## config.mk

```make
export PLATFORM = sky130hd
export DESIGN_NAME = tpc_timer_pwm
export DESIGN_NICKNAME = d
export VERILOG_FILES = /design/src/common/tpc_pkg.sv /design/src/verilog/tpc_timer_pwm.sv
export SDC_FILE = /design/constraint.sdc
export NUM_CORES = 1
export LEC_CHECK = 0
export ABC_AREA = 1
export BUFFER_PORTS_ARGS = -buffer_cell sky130_fd_sc_hd__buf_2
export CORE_MARGIN = 2
export CORE_UTILIZATION = 65
export DETAILED_ROUTE_END_ITERATION = 10
export PLACE_DENSITY = 0.85
export SYNTH_ARGS = -nofsm -noshare
export SYNTH_HDL_FRONTEND = slang
export SYNTH_SLANG_ARGS = --single-unit
export TNS_END_PERCENT = 50
```

## constraint.sdc

```tcl
create_clock -name clk_sys -period 5.56 [get_ports clk_sys]
set_input_delay 1.112 -clock clk_sys [delete_from_list [all_inputs] [get_ports clk_sys]]
set_output_delay 1.112 -clock clk_sys [all_outputs]
set_load 0.005 [all_outputs]
```

## src/common/tpc_pkg.sv

```systemverilog
// constants, register map and field layouts of the two-channel pwm timer
// assumes a 16-bit register port with a 3-bit word address
package tpc_pkg;
  // ==========================================================
  // register map
  localparam int          DW     = 16;
  localparam int          AW     = 3;
  localparam logic [2:0]  A_CTRL = 3'h0;
  localparam logic [2:0]  A_CNT  = 3'h1;
  localparam logic [2:0]  A_MOD  = 3'h2;
  localparam logic [2:0]  A_C0S  = 3'h3;
  localparam logic [2:0]  A_C0V  = 3'h4;
  localparam logic [2:0]  A_C1S  = 3'h5;
  localparam logic [2:0]  A_C1V  = 3'h6;
  // ==========================================================
  // field positions and prescaler code of the main control word
  localparam int          B_OVF  = 7;
  localparam int          B_RST  = 4;
  localparam logic [2:0]  PS_EXT = 3'h7;
  // ==========================================================
  // reset values
  localparam logic [7:0]  CTL_RST = 8'h20;
  localparam logic [7:0]  CHS_RST = 8'h00;
  localparam logic [15:0] MOD_RST = 16'hffff;
  localparam logic [15:0] CNT_RST = 16'h0000;
  localparam logic [5:0]  PRE_RST = 6'h00;

  typedef struct packed {
    logic       flag;   // overflow_flag
    logic       ie;     // overflow_irq_enable
    logic       halt;   // counter_halt_bit
    logic       rst;    // counter reset, never stored
    logic       rsvd;
    logic [2:0] ps;     // prescaler_select
  } tpc_ctl_t;

  typedef struct packed {
    logic       flag;   // channel_event_flag
    logic       ie;     // channel_irq_enable
    logic       msb;    // buffered mode bit
    logic       msa;    // lower mode bit
    logic       elsb;   // edge_level_select_pair
    logic       elsa;
    logic       tov;    // toggle_on_overflow_bit
    logic       max;    // channel_full_duty_bit
  } tpc_chs_t;
endpackage

```

## src/verilog/tpc_timer_pwm.sv

```systemverilog
// two-channel 16-bit pwm timer: counter, prescaler, compare outputs, flags
// assumes synchronous inputs, one-cycle strobes, read data valid one cycle later
`timescale 1ns/1ps
module tpc_timer_pwm (
  input  wire logic              clk_sys,             // 40 MHz system clock
  input  wire logic              nrst,                // sync reset, active low
  input  wire logic [2:0]        addr,                // register word address
  input  wire logic [15:0]       wdata,               // write data
  input  wire logic              wr,                  // write strobe
  input  wire logic              rd,                  // read strobe
  output logic      [15:0]       rdata,               // read data, cycle after rd
  input  wire logic              wait_mode,           // processor in wait
  input  wire logic              stop_mode,           // processor in stop
  input  wire logic              ext_clk,             // external_timer_clock_pin
  output logic                   ch0_output_pin,      // pwm output of channel 0
  output logic                   ch1_shared_pin,      // pwm output of channel 1
  output logic                   ch1_shared_pin_oe_n, // low while channel 1 drives
  output logic                   irq                  // timer interrupt and wake
);
  // ==========================================================
  // state
  tpc_pkg::tpc_ctl_t ctl_r, ctl_nxt;
  tpc_pkg::tpc_chs_t chs_r [2];
  tpc_pkg::tpc_chs_t chs_nxt [2];
  logic [15:0]       val_r [2];
  logic [15:0]       val_nxt [2];
  logic [15:0]       cnt_r, cnt_nxt, mod_r, mod_nxt, rdata_r, rdata_nxt;
  logic [5:0]        pre_r, pre_nxt, pmask;
  logic [2:0]        arm_r, arm_nxt;
  logic [1:0]        out_r, out_nxt, cmp_ev;
  logic              ext_q_r, sel_r, sel_nxt, last_r, last_nxt;
  logic              oe_n_r, oe_n_nxt, irq_r, irq_nxt;
  logic              run, tick, ovf_ev, linked, wok, rok;
  logic [15:0]       cmpv [2];
  logic              chon [2];

  // ==========================================================
  // next-state logic
  always_comb begin
    ctl_nxt   = ctl_r;
    chs_nxt   = chs_r;
    val_nxt   = val_r;
    cnt_nxt   = cnt_r;
    mod_nxt   = mod_r;
    pre_nxt   = pre_r;
    arm_nxt   = arm_r;
    out_nxt   = out_r;
    sel_nxt   = sel_r;
    last_nxt  = last_r;
    rdata_nxt = 16'h0000;
    tick      = 1'b0;
    ovf_ev    = 1'b0;
    cmp_ev    = 2'b00;
    wok       = wr & ~wait_mode;  // registers unreachable in wait
    rok       = rd & ~wait_mode;
    linked    = chs_r[0].msb;     // buffered bit decides alone
    run       = ~ctl_r.halt & ~stop_mode;
    pmask     = 6'((7'h01 << ctl_r.ps) - 7'h01);
    if (run) begin
      pre_nxt = pre_r + 6'h01;
      // external clock counts on its rising level change
      tick = (ctl_r.ps == tpc_pkg::PS_EXT) ? (ext_clk & ~ext_q_r)
                                           : ((pre_r & pmask) == pmask);
    end
    // compare value is read live, so a write to the register in use takes effect next tick
    cmpv[0] = (linked && sel_r) ? val_r[1] : val_r[0];
    cmpv[1] = val_r[1];
    chon[0] = chs_r[0].msb | chs_r[0].msa;
    chon[1] = (chs_r[1].msb | chs_r[1].msa) & ~linked;
    if (tick) begin
      ovf_ev  = (cnt_r == mod_r);
      cnt_nxt = ovf_ev ? 16'h0000 : cnt_r + 16'h0001;
      for (int i = 0; i < 2; i++) begin
        cmp_ev[i] = chon[i] & (cnt_r == cmpv[i]);
      end
    end
    if (ovf_ev) begin
      ctl_nxt.flag = 1'b1;
      arm_nxt[0]   = 1'b0;  // a fresh overflow voids a pending clear
      sel_nxt      = last_r;
    end
    for (int i = 0; i < 2; i++) begin
      if (chon[i]) begin
        // without toggle-on-overflow compares only re-force the same level
        if (ovf_ev && chs_r[i].tov) begin
          out_nxt[i] = ~out_r[i];
        end
        if (chs_r[i].tov && chs_r[i].max) begin
          out_nxt[i] = ~chs_r[i].elsa;
        end else if (cmp_ev[i] && chs_r[i].elsb) begin
          out_nxt[i] = chs_r[i].elsa;
        end
      end
      if (cmp_ev[i]) begin
        arm_nxt[i+1] = 1'b0;
      end
    end
    // ==========================================================
    // register writes; clears lose to events set in the same cycle
    if (wok) begin
      case (addr)
        tpc_pkg::A_CTRL: begin
          ctl_nxt.ie   = wdata[6];
          ctl_nxt.halt = wdata[5];
          ctl_nxt.ps   = wdata[2:0];
          if (arm_r[0] && !wdata[tpc_pkg::B_OVF] && !ovf_ev) begin
            ctl_nxt.flag = 1'b0;
          end
          arm_nxt[0] = 1'b0;
          if (wdata[tpc_pkg::B_RST]) begin
            cnt_nxt = 16'h0000;
            pre_nxt = 6'h00;
          end
        end
        tpc_pkg::A_MOD: mod_nxt = wdata;
        tpc_pkg::A_C0S, tpc_pkg::A_C1S: begin
          for (int i = 0; i < 2; i++) begin
            if (addr == ((i == 0) ? tpc_pkg::A_C0S : tpc_pkg::A_C1S)
                && !(i == 1 && linked)) begin
              chs_nxt[i]      = tpc_pkg::tpc_chs_t'(wdata[7:0]);
              chs_nxt[i].flag = chs_r[i].flag;
              if (arm_r[i+1] && !wdata[7] && !cmp_ev[i]) begin
                chs_nxt[i].flag = 1'b0;
              end
              arm_nxt[i+1] = 1'b0;
            end
          end
          if (addr == tpc_pkg::A_C0S && wdata[5] && !linked) begin
            sel_nxt  = 1'b0;  // channel 0 pair leads after linking
            last_nxt = 1'b0;
          end
        end
        tpc_pkg::A_C0V: begin
          val_nxt[0] = wdata;
          last_nxt   = 1'b0;
        end
        tpc_pkg::A_C1V: begin
          val_nxt[1] = wdata;
          last_nxt   = 1'b1;
        end
        default: ;
      endcase
    end
    for (int i = 0; i < 2; i++) begin
      if (cmp_ev[i]) begin
        chs_nxt[i].flag = 1'b1;
      end
    end
    // ==========================================================
    // reads; reading a set flag arms its clear
    if (rok) begin
      case (addr)
        tpc_pkg::A_CTRL: begin
          rdata_nxt = {8'h00, ctl_r.flag, ctl_r.ie, ctl_r.halt, 1'b0, 1'b0, ctl_r.ps};
          if (ctl_r.flag && !ovf_ev) arm_nxt[0] = 1'b1;
        end
        tpc_pkg::A_CNT: rdata_nxt = cnt_r;
        tpc_pkg::A_MOD: rdata_nxt = mod_r;
        tpc_pkg::A_C0S: begin
          rdata_nxt = {8'h00, chs_r[0]};
          if (chs_r[0].flag && !cmp_ev[0]) arm_nxt[1] = 1'b1;
        end
        tpc_pkg::A_C1S: begin
          rdata_nxt = {8'h00, chs_r[1]};
          if (chs_r[1].flag && !cmp_ev[1]) arm_nxt[2] = 1'b1;
        end
        tpc_pkg::A_C0V: rdata_nxt = val_r[0];
        tpc_pkg::A_C1V: rdata_nxt = val_r[1];
        default: rdata_nxt = 16'h0000;
      endcase
    end
    // channel 1 pin is released while linked
    oe_n_nxt = ~((chs_nxt[1].msb | chs_nxt[1].msa) & ~chs_nxt[0].msb);
    // irq is live in wait mode and serves as the wake request
    irq_nxt  = (ctl_nxt.flag & ctl_nxt.ie)
             | (chs_nxt[0].flag & chs_nxt[0].ie)
             | (chs_nxt[1].flag & chs_nxt[1].ie & ~chs_nxt[0].msb);
  end

  // ==========================================================
  // registers
  always_ff @(posedge clk_sys) begin
    if (!nrst) begin
      ctl_r   <= tpc_pkg::tpc_ctl_t'(tpc_pkg::CTL_RST);
      chs_r   <= '{2{tpc_pkg::tpc_chs_t'(tpc_pkg::CHS_RST)}};
      val_r   <= '{2{16'h0000}};
      cnt_r   <= tpc_pkg::CNT_RST;
      mod_r   <= tpc_pkg::MOD_RST;
      pre_r   <= tpc_pkg::PRE_RST;
      arm_r   <= 3'h0;
      out_r   <= 2'h0;
      sel_r   <= 1'b0;
      last_r  <= 1'b0;
      ext_q_r <= 1'b0;
      oe_n_r  <= 1'b1;
      irq_r   <= 1'b0;
      rdata_r <= 16'h0000;
    end else begin
      ctl_r   <= ctl_nxt;
      chs_r   <= chs_nxt;
      val_r   <= val_nxt;
      cnt_r   <= cnt_nxt;
      mod_r   <= mod_nxt;
      pre_r   <= pre_nxt;
      arm_r   <= arm_nxt;
      out_r   <= out_nxt;
      sel_r   <= sel_nxt;
      last_r  <= last_nxt;
      ext_q_r <= ext_clk;
      oe_n_r  <= oe_n_nxt;
      irq_r   <= irq_nxt;
      rdata_r <= rdata_nxt;
    end
  end

  assign rdata               = rdata_r;
  assign ch0_output_pin      = out_r[0];
  assign ch1_shared_pin      = out_r[1];
  assign ch1_shared_pin_oe_n = oe_n_r;
  assign irq                 = irq_r;
endmodule // tpc_timer_pwm
```

# Word level (Yosys, flattened, before mapping)

Cells that the tools add are included.

Flip-flop bits (word level): 118
Input bits: 26
Output and inout port bits: 20
Word-level logic and storage cells: 172

$add $sub $neg: 3
Equality and inequality tests: 12
Shift-type cells: 1
Muxes and demuxes: 54
Bitwise gates (word level): 29
Reductions and logical operators: 39

Operators with widths:

| kind                    | count |
|---|---|
| $mux W16                | 8 |
| $pmux W16 S7            | 1 |
| $eq A16 B16 Y1          | 3 |
| $mux W1                 | 32 |
| $mux W6                 | 4 |
| $logic_and A1 B1 Y1     | 19 |
| $add A16 B1 Y16 const B | 1 |
| $mux W8                 | 2 |
| $reduce_and A2 Y1       | 7 |
| $and A1 B1 Y1           | 12 |
| $eq A3 B3 Y1 const B    | 4 |
| $mux W3                 | 4 |
| $not A1 Y1              | 11 |
| $reduce_and A3 Y1       | 3 |
| $reduce_bool A3 Y1      | 3 |
| $add A6 B1 Y6 const B   | 1 |
| $and A6 B6 Y6           | 1 |
| $eq A3 B2 Y1 const B    | 2 |
| $eq A6 B6 Y1            | 1 |
| $shl A1 B3 Y6 const A   | 1 |
| $sub A6 B1 Y6 const B   | 1 |
| $logic_not A1 Y1        | 5 |
| $or A1 B1 Y1            | 5 |
| $mux W2                 | 2 |
| other kinds (5)         | 5 |

# Depth between registers and ports, before layout

Gate-level depths: netlist of run 1.

Word-level depth: 17
Mapped depth: 18
Depth with buffers taken out: 17

# Worst setup path after synthesis of run 1

OpenSTA, ideal clock, no wires.

Path type: input-to-reg
From: in addr[2]
To: reg cnt_r[6]
Setup time: 125 ps
Data arrival time: 2346 ps
Data required time: 5435 ps
Setup slack: 3089 ps
Stages on the path: 10
Buffers on the path: 0
Cell sequence: nor2_1 nand2_1 nor2_2 inv_2 o21ai_1 inv_1 nand2_1 inv_2 o21ai_0 a21oi_1

Word-level cells in the longest chain between the ends: 3

RTL lines:

| item                 | line                 | RTL |
|---|---|---|
| start, declared      | tpc_timer_pwm.sv:7   | `input wire logic [2:0] addr,` |
| $logic_not A3 Y1     | tpc_timer_pwm.sv:101 | `case (addr)` |
| $mux W16             | tpc_timer_pwm.sv:101 |  |
| $mux W16             | tpc_timer_pwm.sv:100 | `if (wok) begin` |
| end signal, assigned | tpc_timer_pwm.sv:187 | `cnt_r <= tpc_pkg::CNT_RST;` |
| end signal, assigned | tpc_timer_pwm.sv:202 | `cnt_r <= cnt_nxt;` |
| end, declared        | tpc_timer_pwm.sv:27  | `logic [15:0] cnt_r, cnt_nxt, mod_r, mod_nxt, rdata_r, rdata_nxt;` |

Every way passes these cells.
A chain may end at the register's enable or synchronous reset.

# Final worst setup path of run 1

From: in addr[2]
To: reg val_r (netlist bit cmpv[3])

Word-level cells in the longest chain between the ends: 2

RTL lines:

| item                        | line                 | RTL |
|---|---|---|
| $eq A3 B3 Y1                | tpc_timer_pwm.sv:101 |  |
| $reduce_and A2 Y1 (no line) | n/a                  |  |
| end signal, assigned        | tpc_timer_pwm.sv:186 | `val_r <= '{2{16'h0000}};` |
| end signal, assigned        | tpc_timer_pwm.sv:201 | `val_r <= val_nxt;` |
| end, declared               | tpc_timer_pwm.sv:25  | `logic [15:0] val_r [2];` |

Every way passes these cells.

==> results of run 1 <==
-- metrics by stage --
stage	instance area, µm²	util [%]	setup slack, ps	instances
after CTS	7053	75.97	2282	1097
after global placement	6465	69.64	1895	1066
final	7053	75.97	2161	1097
after detailed placement	6465	69.64	1762	1066
after floorplan	6230	-	3089	925
after global routing	7053	75.97	1901	1097
-- final cells by class --
cell class              instances  area share (%)
inverters                     129           6.865
clock buffers                  17           5.872
flip-flops and latches        118           33.49
clock inverters                14           2.466
repair buffers                 47           3.406
multi-input cells             643           45.61
well taps                     129           2.288
-- Yosys cell counts, types with 3 or more instances --
master | count | area (µm²)
xor2_1 | 8 | 70.07
nor2_1 | 101 | 379.1
nand2_2 | 9 | 56.30
clkbuf_1 | 20 | 75.07
inv_1 | 118 | 442.9
ha_1 | 3 | 37.54
dfxtp_1 | 118 | 2362
o32ai_1 | 3 | 26.28
nor3_1 | 17 | 85.08
and2_1 | 3 | 18.77
xnor2_1 | 17 | 148.9
inv_2 | 9 | 33.78
a221oi_1 | 14 | 122.6
o22ai_1 | 21 | 131.4
o21ai_1 | 4 | 20.02
nand3_1 | 51 | 255.2
o21ai_0 | 68 | 340.3
nor2_2 | 7 | 43.79
a21oi_1 | 64 | 320.3
o211ai_1 | 17 | 127.6
buf_2 | 10 | 50.05
nand2_1 | 200 | 750.7
nand4_1 | 15 | 93.84
-- cell families after synthesis --
group / Yosys count
XOR/XNOR: 25
adder cells (fa/ha/maj): 3
buffers and inverters: 164
flip-flops: 118
AO/OA/AOI/OAI: 200
AND/OR/NAND/NOR: 415
-- how the worst max path moves through the flow --
| stage | from | to | cells after the start |
|---|---|---|---|
| global route | addr[2] | cmpv[5] | 10 |
| global placement | addr[2] | cmpv[2] | 10 |
| floorplan | addr[2] | cnt_r[6] | 10 |
| CTS | addr[2] | cmpv[3] | 10 |
| detailed placement | addr[2] | cmpv[12] | 10 |
| finish | addr[2] | cmpv[3] | 10 |
-- placed cells by master (no fill, tap or decap), types with 4 or more instances in the layout --
master	instances
o211ai_1	17
nand3_1	51
a21oi_1	64
nand2_2	9
nor2_1	101
clkinvlp_4	4
nor2_2	7
dfxtp_1	118
buf_2	45
inv_1	118
xnor2_1	17
o21ai_1	4
nor3_1	17
clkbuf_16	16
inv_6	4
xor2_1	8
inv_2	9
nand4_1	15
nand2_1	200
a221oi_1	14
o22ai_1	21
o21ai_0	68
-- registers in the layout, summed over array words and instances, names as in the netlist --
name,cells
irq,1
rdata,16
ch1_shared_pin_oe_n,1
out_r,2
chs_r,15
ext_q_r,1
cmpv,16
mod_r,16
val_r,16
last_r,1
pre_r,6
cnt_r,16
sel_r,1
ctl_r,6
linked,1
arm_r,3
-- layer usage --
layer | vias to the layer above | part of all wire (%)
met5 | - | 0
met4 | 0 | 3.3
met3 | 70 | 13
met2 | 451 | 44
met1 | 3061 | 40
li1 | 3104 | -
-- critical path, delay by kind of cell --
family	cells	cell delay (ps)
simple gates	3	1440
buf+inv	5	890
compound gates	2	340
-- power by group through the flow --
stage | Combinational, W | Clock, W | Sequential, W
2_1_floorplan | 0.0000816 | 0 | 0.000885
3_3_place_gp | 0.000121 | 0 | 0.000888
3_5_place_dp | 0.000124 | 0 | 0.000888
4_1_cts | 0.000126 | 0.00109 | 0.000870
5_1_grt | 0.000142 | 0.00113 | 0.000871
6_report | 0.000130 | 0.00110 | 0.000871
==> out/metrics.csv, run 1 <==
stage,metric,value,unit
grt,grt_pass1_wl,31.08,mm
power_and_ir_drop,clkPwrFrac,52.3,%
clock_network,clock_path_buffers,2,
placed_design,portBuffers,45,
power_and_ir_drop,vdd_drop_max,0.0002982,V
clock_network,cts_root_buffer,clkbuf_8,
logic_synthesis,synth-simple-area-share,28.92,%
logic_synthesis,synthXorXnorAreaFrac,3.515,%
setup_path,r2r-start,cnt_r[14],
die,die_area,10380,µm²
logic_synthesis,avgSynthCellArea,6.735,µm²
clock_network,cts_buffers,17,
logic_synthesis,ys_types,41,
power_and_ir_drop,power_density,297.4,nW/µm²
setup_path,cp_slowest_stage_delay,820,ps
logic_synthesis,netlist_instances,925,
setup_path,end_kind,flip-flop,
clock_network,clk_latency,530,ps
placed_design,gp_congestion,1.026,
hold_path,hold_start,chs_r[8],
clock_network,clk_pin_slew,60,ps
drt,first_pass_iters,5,
setup_path,worst_path_max_delay_cell,nor2_1,
hold_path,holdPathStages,2,
die,fp.dieH,101.9,µm
logic_synthesis,ys_warn_count,0,
power_and_ir_drop,p_sw,0.0005159,W
finish,multi_input_area,3217,µm²
clock_network,cts.sinks,118,
die,rows,35,
power_and_ir_drop,switching_share,24.60,%
logic_synthesis,ys_seq_area_share,37.92,%
timing,min_period_over_period,61.13,%
finish,areaGrowthSynthToFinish,13.22,%
logic_synthesis,syn_nets,954,
setup_path,critPathMaxFanout,21,
drt,drc_errors,0,
grt,met2_usage,59.46,%
setup_path,r2r_end,cnt_r[4],
logic_synthesis,synth-edff-count,0,
placed_design,dpl.hpwl,14.24,mm
power_and_ir_drop,internal_power,0.001582,W
drt,routed_wl,20.12,mm
logic_synthesis,ys.flop_type,dfxtp_1,
drt,postRouteAntennaNets,0,
die,core-area,9284,µm²
setup_path,cp.required,5950,ps
drt,wl_per_cell,18.34,µm
drt,vias,6686,
finish,drive_gt1_share,11.67,%
timing,final_hold_viol_count,0,
finish,diodes,0,
logic_synthesis,synthArstFlopShare,0,%
power_and_ir_drop,pwr-share-comb,6.2,%
finish,nets,985,
logic_synthesis,synth_mux_area_share,0,%
timing,hold-worst-slack,474.2,ps
setup_path,crit_chain,buf_2 > inv_2 > nor2_1 > inv_2 > nor2_1 > inv_2 > nor2_1 > inv_1 > o21ai_0 > a21oi_1,
timing,fmax,0.2942,GHz
clock_network,cts_tree,yes,
hold_path,worstHoldEndpoint,chs_r[8],
clock_network,htreeDepth,4,
timing,min_period,3399,ps
grt,grt_use_met3,10.74,%
outcome,status,completed,
setup_path,ff2ff_setup_slack,2720,ps
logic_synthesis,synthAdderAreaFrac,0.6025,%
timing,slew_headroom,26.55,%
grt,overflow,0,
power_and_ir_drop,leakagePower,3.146,nW
setup_path,cp-start-kind,primary input,
clock_network,cts_setup_buffers,0,
timing,skew,10.18,ps
setup_path,crit_arrival,3790,ps
grt,grt_pass1_vias,6167,
timing,drv_slew,0,
setup_path,reg2regPathDepth,11,
drt,routed_via_density,6.095,
clock_network,ctsHoldBuffers,0,
finish,final-seq-area,2362,µm²
power_and_ir_drop,p_seq_share,41.5,%
grt,antenna_found_initial,0,
timing,rsz0062_at_grt,false,
timing,tightest_slew,1098,ps
grt,busiest_layer,met2,
clock_network,cts_resized,0,
drt,drtIter0Drc,687,
logic_synthesis,synth_area,6230,µm²
hold_path,hold_class,reg2reg,
power_and_ir_drop,p_total,0.002098,W
die,start_util,67.10,%
die,die_w,101.9,µm
logic_synthesis,ys_seq_elements,118,
grt,grt_max_degree,54,
finish,fill_cells,727,
timing,tns,0,ps
flow_run,maxCapViolations,0,
timing,finalSetupViolCount,0,
die,ioPinCount,46,
grt,use_met1,53.44,%
setup_path,path_class,in2reg,
grt,track_usage,39.40,%
logic_synthesis,synth_top_family_by_area,simple AND/OR/NAND/NOR gates,
logic_synthesis,synth_compound_area_share,18.60,%
Note: power is estimated with default switching activity, not from simulation.
==> run 2, diff against run 1 <==
--- a/config.mk
+++ b/config.mk
@@ -8,9 +8,9 @@
 export ABC_AREA = 1
 export BUFFER_PORTS_ARGS = -buffer_cell sky130_fd_sc_hd__buf_2
 export CORE_MARGIN = 2
-export CORE_UTILIZATION = 65
+export CORE_UTILIZATION = 60
 export DETAILED_ROUTE_END_ITERATION = 10
-export PLACE_DENSITY = 0.85
+export PLACE_DENSITY = 0.79
 export SYNTH_ARGS = -nofsm -noshare
 export SYNTH_HDL_FRONTEND = slang
 export SYNTH_SLANG_ARGS = --single-unit
==> constraint.sdc (replaced) <==
create_clock -name clk_sys -period 3.4 [get_ports clk_sys]
set_input_delay 0.68 -clock clk_sys [delete_from_list [all_inputs] [get_ports clk_sys]]
set_output_delay 0.68 -clock clk_sys [all_outputs]
set_load 0.005 [all_outputs]
==> run 2 against run 1 <==
Net effect: clock-buffer cell count is 2 higher; clock skew is 4.0 ps lower; first-iteration DRC count is 21% higher; routed wire length is 7.7% lower; cell count is 1.5% higher; cell area is 2.8% higher; flip-flop and latch count stayed put; critical endpoint is now cmpv[2].
==> out/metrics.csv, run 2 (synthesized netlist as in run 1, its figures left out) <==
stage,metric,value,unit,change
outcome,status,completed,,
power_and_ir_drop,p_seq_share,37.3,%,-4.2 points
setup_path,end_kind,flip-flop,,
drt,vias,6520,,-2.5%
finish,nets,993,,+0.81%
grt,track_usage,34.31,%,-5.1 points
clock_network,cts.sinks,118,,unchanged
drt,drtIter0Drc,829,,+21%
power_and_ir_drop,leakagePower,3.255,nW,+3.5%
timing,skew,6.226,ps,-3.958 ps
grt,grt_max_degree,66,,+22%
grt,grt_pass1_vias,5882,,-4.6%
timing,drv_slew,0,,unchanged
timing,min_period_over_period,82.85,%,
die,start_util,61.17,%,-5.9 points
clock_network,clk_latency,540,ps,about the same
clock_network,cts_buffers,17,,unchanged
power_and_ir_drop,switching_share,21.44,%,-3.2 points
setup_path,cp.required,3800,ps,-2150 ps
finish,layoutNonFillerInstCount,1113,,+1.5%
timing,rsz0062_at_grt,false,,
drt,postRouteAntennaNets,0,,unchanged
drt,first_pass_iters,8,,+3
timing,tightest_slew,1168,ps,+70.18 ps
finish,final_cell_mix,"nand2_1, inv_1, dfxtp_1, nor2_1, o21ai_0",,
drt,wl_per_cell,16.69,µm,-9.0%
timing,fmax,0.3550,GHz,
placed_design,gp_congestion,0.9740,,-5.1%
finish,diodes,0,,unchanged
timing,min_period,2817,ps,
die,die_area,11210,µm²,+8.0%
die,ioPinCount,46,,unchanged
clock_network,clock_path_buffers,2,,unchanged
drt,routed_via_density,5.858,,-3.9%
die,rows,37,,+5.7%
grt,overflow,0,,unchanged
placed_design,placedCellCount,1081,,+1.4%
power_and_ir_drop,pwr-share-comb,5.5,%,-0.7 points
placed_design,post-place-ws,215.0,ps,-1547 ps
finish,areaGrowthSynthToFinish,16.37,%,
timing,slew_headroom,21.86,%,-4.7 points
power_and_ir_drop,internal_power,0.002994,W,+89%
clock_network,cts_tree,yes,,
placed_design,portBuffers,45,,unchanged
timing,final_hold_viol_count,0,,unchanged
setup_path,critPathMaxFanout,21,,unchanged
clock_network,clk_pin_slew,60,ps,about the same
power_and_ir_drop,clkPwrFrac,57.2,%,+4.9 points
power_and_ir_drop,vdd_drop_max,0.0005004,V,+68%
drt,drc_errors,0,,unchanged
grt,grt_pass1_wl,29.89,mm,-3.8%
drt,routed_wl,18.57,mm,-7.7%
power_and_ir_drop,p_total,0.003811,W,+82%
placed_design,dpl.hpwl,12.98,mm,-8.9%
timing,finalSetupViolCount,0,,unchanged
setup_path,path_class,in2reg,,
grt,antenna_found_initial,0,,unchanged
clock_network,cts_root_buffer,clkbuf_8,,
clock_network,ctsHoldBuffers,0,,unchanged
clock_network,htreeDepth,4,,unchanged
finish,final_common_cell,nand2_1,,
power_and_ir_drop,p_sw,0.0008170,W,+58%
finish,drive_gt1_share,12.49,%,+0.81 points
timing,fin_ws,583.1,ps,-1578 ps
die,fp.dieH,105.9,µm,+3.9%
clock_network,cts_setup_buffers,0,,unchanged
flow_run,maxCapViolations,0,,unchanged
die,die_w,105.9,µm,+3.9%
setup_path,crit_arrival,3220,ps,-570 ps
power_and_ir_drop,power_density,525.7,nW/µm²,+77%
timing,tns,0,ps,unchanged
setup_path,cp-start-kind,primary input,,
die,core-area,10180,µm²,+9.7%
clock_network,cts_resized,0,,unchanged
hold_path,hold_class,in2reg,,
run 2: cell count changes in the layout (fill, tap and decap cells not counted), sizes merged:
cell	before	now
buf	47	55
bufinv	3	8
inv	131	127
clkbuf	17	19
clkinvlp	4	2
run 2: power groups by stage:
| stage | registers [W] | logic [W] | clock network (W) |
|---|---|---|---|
| after floorplan | 0.00145 | 0.000133 | 0 |
| after global placement | 0.00145 | 0.000199 | 0 |
| after detailed placement | 0.00145 | 0.000201 | 0 |
| after CTS | 0.00142 | 0.000203 | 0.00218 |
| after global routing | 0.00142 | 0.000228 | 0.00225 |
| final | 0.00142 | 0.000209 | 0.00218 |
run 2: final cells by class:
class,instances,area (µm²)
flip-flops and latches,118,2362
well taps,136,170.2
inverters,129,484.2
clock inverters,13,274.0
multi-input cells,643,3217
clock buffers,19,441.7
repair buffers,55,300.3
fillers,848,2935
run 2: worst paths after layout:
| path | start | to | slack (ps) | cells after the start |
|---|---|---|---|---|
| max | addr[2] | cmpv[2] | 580 | 11 |
| min | ext_clk | ext_q_r | 330 | 3 |
| max reg2reg | ctl_r[2] | cnt_r[2] | 770 | 13 |
| min reg2reg | out_r[1] | out_r[1] | 480 | 2 |
run 2: per-layer routing:
| layer | global-route usage, % | vias to the layer above | share of wire [%] |
|---|---|---|---|
| met2 | 50.60 | 405 | 43 |
| li1 | - | 3130 | - |
| met4 | 12.50 | 0 | 2.4 |
| met5 | 0 | - | 0 |
| met1 | 48.13 | 2939 | 43 |
| met3 | 9.503 | 46 | 12 |
run 2: worst max-delay path: stages:
cell,delay (ps)
buf_2,110
inv_2,40
nor2_1,100
inv_2,60
nor2_1,870
inv_2,260
nor2_1,170
buf_4,190
inv_1,330
o21ai_0,310
a21oi_1,70
run 2: per-stage QoR:
stage	hold slack (ps)	util, %	area (µm²)
after floorplan	436.8	-	6230
after global placement	458.6	64.15	6534
after detailed placement	472.1	64.15	6534
after CTS	326.5	71.18	7249
after global routing	353.5	71.18	7249
final	328.5	71.18	7249
